==> config.mk <==
export PLATFORM = sky130hd
export DESIGN_NAME = debug_comms_mailbox
export DESIGN_NICKNAME = d
export VERILOG_FILES = /design/src/core/dbg_comms_pkg.sv /design/src/core/pin_sync.sv /design/src/core/debug_comms_mailbox.sv
export SDC_FILE = /design/constraint.sdc
export NUM_CORES = 1
export LEC_CHECK = 0
export ABC_AREA = 1
export BUFFER_PORTS_ARGS = -buffer_cell sky130_fd_sc_hd__buf_4
export CAP_MARGIN = 5
export CORE_MARGIN = 2
export CORE_UTILIZATION = 47
export DETAILED_ROUTE_END_ITERATION = 12
export GPL_ROUTABILITY_DRIVEN = 0
export PLACE_DENSITY = 0.74
export SETUP_SLACK_MARGIN = 0.05
export SLEW_MARGIN = 25
export SYNTH_ARGS = -nofsm -noshare
export SYNTH_HDL_FRONTEND = slang
export SYNTH_HIERARCHICAL = 1
export SYNTH_SLANG_ARGS = --single-unit
==> constraint.sdc <==
create_clock -name clock_in -period 1.15 [get_ports clock_in]
set_input_delay 0.0575 -clock clock_in [delete_from_list [all_inputs] [get_ports clock_in]]
set_output_delay 0.0575 -clock clock_in [all_outputs]
set_load 0.02 [all_outputs]
==> src/core/dbg_comms_pkg.sv <==
// Notes on behaviour
// - Set abort status flag when a break or watch match causes an abort.
// - External abort on same access wins over a watch, a break still raises prefetch abort; abort status flag left unchanged.
// - Processor reads and writes abort status flag by coprocessor transfers.
// - Processor write to outbound data register sets write-pending flag.
// - Debugger read of outbound register clears write-pending flag.
// - Outbound scan carries a validity flag in the lowest address bit.
// - Debugger write into inbound register sets read-valid flag.
// - Processor read of inbound register clears read-valid flag.
// - Processor accesses still accepted while debug port reset is low.
// - During debug port reset control low bits read binary 10.
// - During debug port reset both handshake outputs are zero at once.
// - After release, control low bits read 00 and transmit-empty is one.
// - Monitor-enable bit 4 turns break into prefetch, watch into data abort.
// - Monitor matching uses no data values or ranges.
// - Watch register write during access suppresses that unit that cycle.
// - Watch abort taken one execute cycle after the triggering access.
// - Monitor watch abort link is last unexecuted instruction plus four.
// - Break matches fetch address only; prefetch abort link as normal.
// - Control bit 1 is write-pending, bit 0 read-valid, status only.
// - Debugger write to control register clears read-valid flag.
`default_nettype none
package dbg_comms_pkg;
   localparam logic [1:0] CP_REG_CONTROL = 2'h0;
   localparam logic [1:0] CP_REG_DATA = 2'h1;
   localparam logic [1:0] CP_REG_STATUS = 2'h2;
   localparam int CTRL_READ_VALID_BIT = 0;
   localparam int CTRL_WRITE_PENDING_BIT = 1;
   localparam int CTRL_VERSION_LSB = 28;
   localparam int MONITOR_ENABLE_BIT = 4;
   localparam logic [31:0] LINK_OFFSET = 32'h00000004;
   localparam logic [31:0] DATA_RESET = 32'h00000000;
   localparam int SYNC_STAGES = 3;
   localparam int WATCH_DELAY_CYCLES = 1;
endpackage
`default_nettype wire

==> src/core/pin_sync.sv <==
`timescale 1ns/1ps
`default_nettype none
module pin_sync
   import dbg_comms_pkg::*;
#(
   parameter int WIDTH = 1
)
(
   input wire logic clock_in, // core clock
   input wire logic reset_in, // synchronous reset
   input wire logic [WIDTH-1:0] pin_in, // asynchronous inputs
   output logic [WIDTH-1:0] level_out, // debounced level
   output logic [WIDTH-1:0] rise_out // one-cycle rising pulse
);
   logic [WIDTH-1:0] stage [SYNC_STAGES];
   logic [WIDTH-1:0] next_level;

   if (WIDTH < 1)
   begin : g_width_check
      $error("pin_sync width must be positive");
   end

   // Change accepted once second and third stages agree
   always_comb
   begin
      next_level = level_out;
      for (int i = 0; i < WIDTH; i++)
      begin
         if (stage[1][i] == stage[2][i])
         begin
            next_level[i] = stage[2][i];
         end
      end
   end

   always_ff @(posedge clock_in)
   begin
      if (reset_in)
      begin
         stage[0] <= '0;
         stage[1] <= '0;
         stage[2] <= '0;
         level_out <= '0;
         rise_out <= '0;
      end
      else
      begin
         stage[0] <= pin_in;
         stage[1] <= stage[0];
         stage[2] <= stage[1];
         level_out <= next_level;
         rise_out <= next_level & ~level_out;
      end
   end
endmodule
`default_nettype wire

==> src/core/debug_comms_mailbox.sv <==
`timescale 1ns/1ps
`default_nettype none
module debug_comms_mailbox
   import dbg_comms_pkg::*;
#(
   parameter logic [3:0] VERSION_CODE = 4'h5 // arbitrary value
)
(
   input wire logic clock_in, // core clock, 200 MHz
   input wire logic reset_in, // synchronous reset, active high
   input wire logic debug_port_reset_n_in, // debug port reset, low active
   input wire logic cp_read_in, // coprocessor read transfer strobe
   input wire logic cp_write_in, // coprocessor write transfer strobe
   input wire logic [1:0] cp_reg_in, // coprocessor register number
   input wire logic [31:0] cp_wdata_in, // coprocessor write data
   output logic [31:0] cp_rdata_out, // coprocessor read data
   output logic cp_ack_out, // transfer accepted pulse
   input wire logic tck_in, // scan clock from debugger
   input wire logic scan_update_in, // update strobe level (scan domain)
   input wire logic scan_capture_in, // capture strobe level (scan domain)
   input wire logic [1:0] scan_sel_in, // 0 control, 1 data
   input wire logic scan_write_in, // update is a write
   input wire logic [31:0] scan_wdata_in, // scanned-in data
   output logic [31:0] scan_rdata_out, // captured data
   output logic scan_valid_out, // validity flag, address bit 0
   output logic receive_valid_out, // inbound data waiting
   output logic transmit_empty_out, // outbound register free
   input wire logic monitor_enable_in, // control register bit 4
   input wire logic break_match_in, // fetch address comparator match
   input wire logic watch_match_in, // data address comparator match
   input wire logic watch_reg_write_in, // watch unit register updated
   input wire logic access_active_in, // memory access in progress
   input wire logic external_abort_in, // external abort on same access
   input wire logic [31:0] unexec_pc_in, // last instruction not executed
   output logic prefetch_abort_out, // breakpoint prefetch abort
   output logic data_abort_out, // watchpoint data abort
   output logic halt_request_out, // halt mode debug entry
   output logic [31:0] abort_link_out // link value for watch abort
);
   logic [31:0] outbound_data;
   logic [31:0] inbound_data;
   logic write_pending;
   logic read_valid;
   logic debug_abort_flag;
   logic watch_stage;
   logic [31:0] next_outbound;
   logic [31:0] next_inbound;
   logic next_write_pending;
   logic next_read_valid;
   logic next_abort_flag;
   logic next_watch_stage;
   logic [31:0] next_rdata;
   logic next_prefetch;
   logic next_data_abort;
   logic next_halt;
   logic [31:0] next_link;
   logic [2:0] sync_level;
   logic [2:0] sync_rise;
   logic tck_level;
   logic port_reset_n;
   logic update_edge;
   logic capture_edge;
   logic watch_hit;
   logic abort_event;

   // Scan strobes sampled by the core clock
   pin_sync #(
      .WIDTH(3)
   ) u_sync (
      .clock_in(clock_in),
      .reset_in(reset_in),
      .pin_in({debug_port_reset_n_in, scan_capture_in, scan_update_in}),
      .level_out(sync_level),
      .rise_out(sync_rise)
   );
   pin_sync #(
      .WIDTH(1)
   ) u_tck (
      .clock_in(clock_in),
      .reset_in(reset_in),
      .pin_in(tck_in),
      .level_out(tck_level),
      .rise_out()
   );
   assign port_reset_n = sync_level[2] & debug_port_reset_n_in;
   // Strobes act only while the scan clock rests low between shifts
   assign update_edge = sync_rise[0] && !tck_level;
   assign capture_edge = sync_rise[1] && !tck_level;

   // Suppression while the watch unit is rewritten mid-access
   assign watch_hit = watch_match_in
      && !(watch_reg_write_in && access_active_in);

   // A debug abort that the status flag records in this cycle
   assign abort_event = monitor_enable_in
      && (watch_stage || (break_match_in && !external_abort_in));

   function automatic logic [31:0] control_word(input logic wp,
                                                input logic rv);
      control_word = {VERSION_CODE, 26'h0, wp, rv};
   endfunction

   always_comb
   begin
      next_outbound = outbound_data;
      next_inbound = inbound_data;
      next_write_pending = write_pending;
      next_read_valid = read_valid;
      next_abort_flag = debug_abort_flag;
      next_watch_stage = 1'b0;
      next_rdata = cp_rdata_out;
      next_prefetch = 1'b0;
      next_data_abort = 1'b0;
      next_halt = 1'b0;
      next_link = abort_link_out;
      // Debugger side
      if (update_edge && scan_write_in && scan_sel_in == CP_REG_DATA)
      begin
         next_inbound = scan_wdata_in;
         next_read_valid = 1'b1;
      end
      else if (update_edge && scan_write_in && scan_sel_in == CP_REG_CONTROL)
      begin
         next_read_valid = 1'b0;
      end
      if (capture_edge && scan_sel_in == CP_REG_DATA)
      begin
         next_write_pending = 1'b0;
      end
      // Processor side, accepted regardless of debug port reset
      if (cp_write_in && cp_reg_in == CP_REG_DATA)
      begin
         next_outbound = cp_wdata_in;
         next_write_pending = 1'b1;
      end
      if (cp_read_in)
      begin
         if (cp_reg_in == CP_REG_CONTROL)
         begin
            if (!port_reset_n)
            begin
               next_rdata = control_word(1'b1, 1'b0);
            end
            else
            begin
               next_rdata = control_word(write_pending, read_valid);
            end
         end
         else if (cp_reg_in == CP_REG_DATA)
         begin
            next_rdata = inbound_data;
            next_read_valid = 1'b0;
         end
         else if (cp_reg_in == CP_REG_STATUS)
         begin
            next_rdata = {31'h0, debug_abort_flag};
         end
         else
         begin
            next_rdata = 32'h00000000;
         end
      end
      // Break and watch handling, address-only comparators feed us
      if (monitor_enable_in)
      begin
         if (break_match_in)
         begin
            next_prefetch = 1'b1;
         end
         // External abort on the matching access wins over the watch
         next_watch_stage = watch_hit && !external_abort_in;
         if (watch_stage)
         begin
            next_data_abort = 1'b1;
            next_link = unexec_pc_in + LINK_OFFSET;
         end
         if (abort_event)
         begin
            next_abort_flag = 1'b1;
         end
      end
      else
      begin
         next_halt = break_match_in || watch_hit;
      end
      if (cp_write_in && cp_reg_in == CP_REG_STATUS)
      begin
         // Hardware set wins over a clearing write in the same cycle
         next_abort_flag = cp_wdata_in[0] || abort_event;
      end
      // Held empty so release reads 00 at once; reads show 10 meanwhile
      if (!port_reset_n)
      begin
         next_write_pending = 1'b0;
         next_read_valid = 1'b0;
      end
   end

   always_ff @(posedge clock_in)
   begin
      if (reset_in)
      begin
         outbound_data <= DATA_RESET;
         inbound_data <= DATA_RESET;
         write_pending <= 1'b1;
         read_valid <= 1'b0;
         debug_abort_flag <= 1'b0;
         watch_stage <= 1'b0;
         cp_rdata_out <= DATA_RESET;
         cp_ack_out <= 1'b0;
         prefetch_abort_out <= 1'b0;
         data_abort_out <= 1'b0;
         halt_request_out <= 1'b0;
         abort_link_out <= DATA_RESET;
         scan_rdata_out <= DATA_RESET;
         scan_valid_out <= 1'b0;
      end
      else
      begin
         outbound_data <= next_outbound;
         inbound_data <= next_inbound;
         write_pending <= next_write_pending;
         read_valid <= next_read_valid;
         debug_abort_flag <= next_abort_flag;
         watch_stage <= next_watch_stage;
         cp_rdata_out <= next_rdata;
         cp_ack_out <= cp_read_in || cp_write_in;
         prefetch_abort_out <= next_prefetch;
         data_abort_out <= next_data_abort;
         halt_request_out <= next_halt;
         abort_link_out <= next_link;
         if (capture_edge)
         begin
            scan_rdata_out <= (scan_sel_in == CP_REG_DATA) ? outbound_data
               : control_word(write_pending, read_valid);
            scan_valid_out <= write_pending && port_reset_n;
         end
      end
   end

   // Handshake outputs forced low at once by debug port reset
   always_ff @(posedge clock_in or negedge debug_port_reset_n_in)
   begin
      if (!debug_port_reset_n_in)
      begin
         receive_valid_out <= 1'b0;
         transmit_empty_out <= 1'b0;
      end
      else
      begin
         receive_valid_out <= next_read_valid && !reset_in;
         transmit_empty_out <= !next_write_pending && !reset_in;
      end
   end

   reset_read_a: assert property (
      @(posedge clock_in) disable iff (reset_in)
      cp_read_in && cp_reg_in == CP_REG_CONTROL && !port_reset_n
      |=> cp_rdata_out[1:0] == 2'h2)
      else $error("control low bits wrong in debug reset");

   read_clear_a: assert property (
      @(posedge clock_in) disable iff (reset_in)
      cp_read_in && cp_reg_in == CP_REG_DATA && port_reset_n
      |=> !read_valid)
      else $error("read-valid not cleared by processor read");

   write_set_a: assert property (
      @(posedge clock_in) disable iff (reset_in)
      cp_write_in && cp_reg_in == CP_REG_DATA && port_reset_n
      |=> write_pending)
      else $error("write-pending not set by processor write");

   abort_set_a: assert property (
      @(posedge clock_in) disable iff (reset_in)
      monitor_enable_in && break_match_in && !external_abort_in
      |=> debug_abort_flag)
      else $error("abort status not set on breakpoint abort");

   ext_priority_a: assert property (
      @(posedge clock_in) disable iff (reset_in)
      external_abort_in && !watch_stage
      && !(cp_write_in && cp_reg_in == CP_REG_STATUS)
      |=> $stable(debug_abort_flag))
      else $error("abort status changed on external abort");

   flag_sticky_a: assert property (
      @(posedge clock_in) disable iff (reset_in)
      debug_abort_flag && !(cp_write_in && cp_reg_in == CP_REG_STATUS)
      |=> debug_abort_flag)
      else $error("abort status cleared without write");

   port_reset_a: assert property (
      @(posedge clock_in) disable iff (reset_in)
      !debug_port_reset_n_in |-> !receive_valid_out && !transmit_empty_out)
      else $error("handshake outputs high in debug reset");

   watch_delay_a: assert property (
      @(posedge clock_in) disable iff (reset_in)
      monitor_enable_in && watch_hit && !external_abort_in
      ##1 monitor_enable_in
      |=> data_abort_out)
      else $error("watch abort not one cycle after access");

   link_value_a: assert property (
      @(posedge clock_in) disable iff (reset_in)
      data_abort_out |-> abort_link_out == $past(unexec_pc_in) + LINK_OFFSET)
      else $error("watch abort link wrong");

   suppress_a: assert property (
      @(posedge clock_in) disable iff (reset_in)
      watch_reg_write_in && access_active_in |=> !watch_stage)
      else $error("watch match not suppressed during update");
endmodule
`default_nettype wire

Word-level counts from Yosys, hierarchy flattened:

Memories as Yosys holds them, arrays and structs flattened.
Cells that the tools add are included.

* reductions and logical operators: 33
* eq/ne operators: 7
* mux-type cells: 31
* bitwise gates (word level): 10
* $add $sub $neg: 1

Operator list (number)
* $mux W32: 3
* $add A32 B3 Y32 const B: 1
* $mux W1: 24
* $logic_and A1 B1 Y1: 16
* $mux W3: 3
* $or A1 B1 Y1: 6
* $logic_not A1 Y1: 5
* $eq A1 B1 Y1: 4
* $eq A2 B1 Y1 const B: 2
* $logic_not A2 Y1: 2
* $logic_or A1 B1 Y1: 4
* $reduce_and A2 Y1: 2
* $reduce_bool A2 Y1: 2
* $reduce_or A2 Y1: 2
* $and A2 B2 Y2: 1
* $eq A2 B2 Y1 const B: 1
* $mux W2: 1
* $not A2 Y2: 1
* $and A1 B1 Y1: 1
* $not A1 Y1: 1

* memories: 2
* bits in writable memories: 12
* register bits after elaboration: 177

Memory list
* u_sync.stage: words 3, bits a word 3, rd ports 3, clocked after memory_dff 0, wr ports 3, line pin_sync.sv:15 `logic [WIDTH-1:0] stage [SYNC_STAGES];`
* u_tck.stage: words 3, bits a word 1, rd ports 3, clocked after memory_dff 0, wr ports 3, line pin_sync.sv:15

Depth between registers and ports, before layout:

Gate-level depths: netlist of run 1.

* depth in word-level cells: 11
* mapped depth: 10
* depth with buffers taken out: 10

Modules after synthesis:

The synthesis of run 1 kept the hierarchy.

By module, submodules not included
* debug_comms_mailbox: area an instance 6895.4 sq um, instances 1, seq. area each 3433.3 sq um, cells each 958
* pin_sync at u_sync: area an instance 457.9 sq um, instances 1, seq. area each 300.3 sq um, cells each 50
* pin_sync at u_tck: area an instance 152.6 sq um, instances 1, seq. area each 100.1 sq um, cells each 16

Worst setup path before layout of run 1:

OpenSTA, ideal clock, no wires.

* kind: flip-flop to flip-flop
* start point: reg u_tck.level_out (read register of u_tck.stage)
* end point: reg inbound_data[28]
* setup slack: 0.017 ns
* clock period less this slack: 1.133 ns
* cell stages (with the launch flop): 8
* arrival time: 1.017 ns
* setup time: 0.116 ns
* buffers on the path: 1
* path through: dfxtp_1 > inv_1 > nand3_1 > nor2_1 > inv_2 > buf_2 > nor2_1 > nor2_1

* word-level cells in the longest chain between the ends: 4

RTL lines
* start: declaration: line pin_sync.sv:12 `output logic [WIDTH-1:0] level_out,`
* $logic_not A1 Y1: line debug_comms_mailbox.sv:87 `assign update_edge = sync_rise[0] && !tck_level;`
* $logic_and A1 B1 Y1: line debug_comms_mailbox.sv:87
* $logic_and A1 B1 Y1 (2 in series): line debug_comms_mailbox.sv:117 `if (update_edge && scan_write_in && scan_sel_in == CP_REG_DATA)`
* end signal: assignment: line debug_comms_mailbox.sv:221 `inbound_data <= next_inbound;`
* end: declaration: line debug_comms_mailbox.sv:41 `logic [31:0] inbound_data;`

Every way passes these cells.
A chain may end at the register's enable or synchronous reset.

Final worst setup path of run 1:

* start point: reg u_tck.level_out (read register of u_tck.stage)
* end point: reg scan_rdata_out[10]

* word-level cells in the longest chain between the ends: 2

RTL lines
* $logic_not A1 Y1: line debug_comms_mailbox.sv:88 `assign capture_edge = sync_rise[1] && !tck_level;`
* $logic_and A1 B1 Y1: line debug_comms_mailbox.sv:88
* end signal: assignment: line debug_comms_mailbox.sv:234 `scan_rdata_out <= (scan_sel_in == CP_REG_DATA) ? outbound_data`
* end: declaration: line debug_comms_mailbox.sv:24 `output logic [31:0] scan_rdata_out,`

Every way passes these cells.

==> out/metrics.yaml, run 1 <==
grt-ovfl-total: 0
final_util: 0.739
row_count: 46
wl_met1_um: 9720
drt-total-wl_um: 24000
route.met3.wl_um: 1730
cts-buffers-inserted: 17
cts_buffer_depth: 2
period_share: 1.02
rsz0062_at_grt: "yes"
power_leakage_nw: 5.27
antenna_found_initial: 1
critical_path_peak_fanout: 15
syn_area_um2: 7440
drive_gt1_frac: 0.260
register_area_um2: 3800
ir_drop_v: 0.00110
crit_type: "flop to flop"
clock_skew_ns: 0.0125
violations: "setup timing"
wl_per_cell_um: 15.1
endpoint: "scan_rdata_out[10]"
cts-root-buf: "clkbuf_16"
syn_avg_cell_area_um2: 7.31
relSlewSlack: 0.756
r2r-end: "scan_rdata_out[10]"
ant_nets: 0
drc_errors: 0
max_cap_violations: 0
port_buffers: 217
die_h_um: 130
power_mw: 14.2
boundaryPins: 218
htree_levels: 4
drv_slew: 0
p_int_mw: 10.9
max_freq_mhz: 855
outcome: "finished with violations"
first_global_vias: 7474
instances_no_fill: 1585
cp.arrival_ns: 1.52
finalHoldViolCount: 0
fin_hold_ws_ns: 0.0235
powerDensity_nw_per_um2: 1230
syn-num-nets: 1134
cts_num_sinks: 189
fp.dieW_um: 130
core_area_um2: 15700
grt_max_degree: 66
r2r_start: "u_tck/level_out"
fin_nets: 1472
worst_pin_slew_ns: 0.362
start_kind: "flop"
yosysWarnings: 6
combinationalPowerShare: 0.100
ff2ff_path_depth: 6
start_util: 0.475
setup_tns_ns: -0.0270
p_sw_frac: 0.231
firstDrtPassIters: 7
gr-usage-all-layers: 0.267
grt_pass1_wl_um: 35700
p_seq_frac: 0.474
hold_class: "primary input to flop"
viasPerCell: 5.07
highest_layer: "met4"
period_minus_slack_ns: 1.17
fillCellCount: 1150
via_count: 8030
clk_pin_slew_worst_paths_ns: 0.07
synthCells: 1018
multi_input_area_um2: 3270
synthToLayoutAreaGrowth_pct: 55.5
clock_power_share: 0.426
die-area_um2: 16900
dpl.cell_count: 1437
cp.required_ns: 1.50
drtIter0Drc: 502
route.met2.wl_um: 11700
finalSetupViolCount: 2
p_sw_mw: 3.27
cts_tree: "yes"
insertion_delay_ns: 0.42
end_kind: "flop"
hpwl_um: 14400
startpoint: "u_tck/level_out"
reg2reg_slack_ns: -0.02
finalWorstSetupSlack_ns: -0.0195
==> sequential cells by signal, summed over array words and instances (netlist names), 2 cells and up <==
register and count:
u_sync/rise_out 2, abort_link_out 32, u_tck/stage 3, scan_rdata_out 32, outbound_data 32, inbound_data 32, cp_rdata_out 32, u_sync/level_out 3
u_sync/stage 9
==> power by group through the flow <==
stage          clock network (mW)  registers, mW  logic, mW
2_1_floorplan                   0           6.89      0.407
3_3_place_gp                    0           6.86       1.04
3_5_place_dp                    0           6.86       1.04
4_1_cts                      6.15           6.72       1.34
5_1_grt                      6.45           6.73       1.53
6_report                     6.04           6.72       1.42
==> how the worst min path moves through the flow <==
stage | start | end | slack (ns) | cells after the start
after floorplan | debug_port_reset_n_in | receive_valid_out | -0.24 | 0
after global placement | debug_port_reset_n_in | receive_valid_out | -0.14 | 1
after detailed placement | debug_port_reset_n_in | receive_valid_out | -0.14 | 1
after CTS | unexec_pc_in[14] | abort_link_out[14] | 0.001 | 6
after global routing | unexec_pc_in[13] | abort_link_out[13] | 0.03 | 6
final | unexec_pc_in[14] | abort_link_out[14] | 0.02 | 6
==> through the flow <==
step           worst slack [ns]  instance area (um2)
2_1_floorplan            0.0795                 7450
3_3_place_gp            -0.0277                 9490
3_5_place_dp            -0.0665                 9490
4_1_cts                -0.00296                11300
5_1_grt                 -0.0756                11600
6_report                -0.0195                11600
==> critical path, stage by stage (launching register included) <==
cell	delay, ns
dfxtp_2	0.33
inv_4	0.07
nand2_4	0.07
nor2_4	0.21
buf_12	0.19
a22oi_1	0.10
nor2_1	0.13
==> cell type report <==
class,count,share of cell area
repair buffers,368,0.283
well taps,216,0.0234
diodes,1,0.000216
flip-flops and latches,189,0.328
multi-input cells,692,0.283
clock buffers,20,0.0386
inverters,88,0.0297
clock inverters,11,0.0137
==> repair_timing <==
item	in CTS	in global routing
hold buffers	105	0
pin swaps	7	11
resized for setup	30	48
hold endpoints to repair	107	0
cloned	2	6
buffers inserted	3	2
setup endpoints to repair	63	82
==> layer usage <==
layer	global-route usage	vias up
met2	0.458	345
li1	-	3915
met4	0.104	0
met3	0.0685	76
met1	0.323	3694
met5	0	-
==> cells in the final DEF, fill, tap and decap left out, drive strengths merged <==
cell type	count
diode	1
clkbuf	25
a22oi	28
a31oi	1
dfxtp	187
xor2	3
a211oi	4
nand3	38
nand4	3
ha	1
o211ai	3
a21oi	50
o21ai	96
nor2	280
bufinv	3
clkinv	4
xnor2	6
nor3	2
clkinvlp	3
dfrtp	2
nand2	174
o21bai	1
dlygate4sd3	103
nand3b	2
dlymetal6s4s	2
buf	258
inv	89
No activity file was read; power rests on OpenSTA's default activity.
==> run 2, diff against run 1 <==
--- a/config.mk
+++ b/config.mk
@@ -12,6 +12,7 @@
 export CORE_UTILIZATION = 47
 export DETAILED_ROUTE_END_ITERATION = 12
 export GPL_ROUTABILITY_DRIVEN = 0
+export HOLD_SLACK_MARGIN = 0.15
 export PLACE_DENSITY = 0.74
 export SETUP_SLACK_MARGIN = 0.05
 export SLEW_MARGIN = 25
==> run 2 against run 1 <==
Against the previous run: sequential power about the same; core utilization up 2.0 points; the flow still finishes with violations (setup timing); clock skew shrank 0.0029 ns; via count rose by 2.5%; power is 0.58% higher; sequential cell count stayed put; critical path type is now primary input to flop; setup slack got worse by 0.012 ns; first-iteration DRC count rose by 15%; sequential share of layout area fell by 0.85 points.
==> out/metrics.yaml, run 2 (synthesis results as in run 1) <==
core_area_um2: 15700  # unchanged
start_util: 0.475  # unchanged
setup_tns_ns: -0.222  # -0.195 ns
first_global_vias: 7656  # +2.4%
firstDrtPassIters: 5  # -2
cp.required_ns: 1.51  # about the same
violations: "setup timing"
fin_nets: 1492  # +1.4%
fillCellCount: 1080  # -6.1%
worst_pin_slew_ns: 0.382  # +0.0207 ns
period_share: 1.03  # +0.0108
via_count: 8230  # +2.5%
wl_per_cell_um: 15.5  # +2.4%
grt-ovfl-total: 0  # unchanged
hold_class: "primary input to flop"
htree_levels: 4  # unchanged
max_cap_violations: 0  # unchanged
rsz0062_at_grt: "yes"
antenna_found_initial: 1  # unchanged
finalWorstSetupSlack_ns: -0.0320  # -0.0125 ns
drtIter0Drc: 576  # +15%
synthToLayoutAreaGrowth_pct: 59.7
hp-start: "reset_in"
crit_type: "primary input to flop"
die-area_um2: 16900  # unchanged
grt_pass1_wl_um: 36500  # +2.2%
gr-usage-all-layers: 0.273  # +0.00573
min_to: "inbound_data[5]"
grt_max_degree: 66  # unchanged
cts-buffers-inserted: 17  # unchanged
fp.dieW_um: 130  # unchanged
power_mw: 14.3  # +0.58%
final_cell_mix: "buf_4 (236), nor2_1 (223), dfxtp_1 (184)"
reg2reg_slack_ns: -0.02  # about the same
final_common_cell: "buf_4"
cts_buffer_depth: 2  # unchanged
finalHoldViolCount: 0  # unchanged
ff2ff_path_depth: 7  # +1
die_h_um: 130  # unchanged
r2r-end: "abort_link_out[8]"
insertion_delay_ns: 0.42  # about the same
viasPerCell: 5.13  # +1.2%
end_kind: "flop"
outcome: "finished with violations"
cts_tree: "yes"
whs_path_depth: 5  # -1
cp.arrival_ns: 1.54  # +0.02 ns
finalSetupViolCount: 13  # +11
relSlewSlack: 0.744  # -0.0121
ir_drop_v: 0.00112  # +2.2%
boundaryPins: 218  # unchanged
critical_path_peak_fanout: 30  # +15
max_freq_mhz: 846  # -1.1%
row_count: 46  # unchanged
period_minus_slack_ns: 1.18  # +0.0125 ns
hpwl_um: 14400  # unchanged
cts_num_sinks: 189  # unchanged
cts-root-buf: "clkbuf_16"
clk_pin_slew_worst_paths_ns: 0.07  # about the same
fin_hold_ws_ns: 0.124  # +0.101 ns
drc_errors: 0  # unchanged
preCtsSetupSlack_ns: -0.0665  # unchanged
drv_slew: 0  # unchanged
power_leakage_nw: 5.39  # +2.1%
drive_gt1_frac: 0.277  # +0.0164
powerDensity_nw_per_um2: 1200  # -2.1%
start_kind: "primary input"
drt-total-wl_um: 24900  # +3.7%
r2r_start: "watch_stage"
ant_nets: 0  # unchanged
port_buffers: 217  # unchanged
clock_skew_ns: 0.00956  # -0.00291 ns
run 2: changes by cell type in the layout (fill, tap and decap cells not counted), sizes merged:
cell          before  now
dlygate4sd3      103  124
buf              258  259
clkbuf            25   24
clkinv             4    5
inv               89   88
dlymetal6s4s       2    1
run 2: final cells by class:
| type | count | area, um2 | share of cell area |
|---|---|---|---|
| flip-flops and latches | 189 | 3800 | 0.320 |
| diodes | 1 | 2.50 | 0.000211 |
| multi-input cells | 692 | 3390 | 0.286 |
| repair buffers | 388 | 3470 | 0.292 |
| clock inverters | 11 | 159 | 0.0134 |
| inverters | 88 | 344 | 0.0290 |
| clock buffers | 20 | 447 | 0.0376 |
| well taps | 216 | 270 | 0.0227 |
run 2: worst max path at each step:
stage	start	to	depth (start not counted)
CTS	u_tck/level_out	inbound_data[20]	7
global placement	u_tck/level_out	scan_rdata_out[18]	5
detailed placement	u_tck/level_out	scan_rdata_out[21]	5
global route	u_tck/level_out	inbound_data[17]	7
floorplan	u_tck/level_out	scan_rdata_out[1]	7
finish	reset_in	inbound_data[19]	6
run 2: per-stage QoR:
stage,instances,cell area (um2),util
2_1_floorplan,1018,7450,-
3_3_place_gp,1437,9490,0.606
3_5_place_dp,1437,9490,0.606
4_1_cts,1596,11500,0.736
5_1_grt,1605,11900,0.759
6_report,1605,11900,0.759
run 2: worst max-delay path, cell delays in order:
cell	delay, ns
buf_4	0.13
inv_2	0.09
buf_12	0.18
dlygate4sd3_1	0.81
o21ai_0	0.15
nor2_1	0.12
run 2: power breakdown:
group	internal, mW	total [mW]	switching [mW]
clock network	3.50	6.03	2.53
registers	6.66	6.73	0.0654
logic	0.801	1.51	0.707
run 2: what timing repair did:
action	4_1_cts	5_1_grt
hold endpoints to repair	150	25
endpoints found under the setup margin	63	121
pin swaps	7	30
gates resized for setup	30	96
cloned	2	5
hold buffers	124	3
buffers inserted	3	3
run 2: per-layer routing:
metal | part of all wire | routed length, um | vias to the layer above | global-route usage
li1 | - | - | 3956 | -
met1 | 0.39 | 9720 | 3785 | 0.324
met2 | 0.49 | 12200 | 397 | 0.471
met3 | 0.080 | 1980 | 92 | 0.0701
met4 | 0.038 | 951 | 0 | 0.112
met5 | 0 | 0 | - | 0
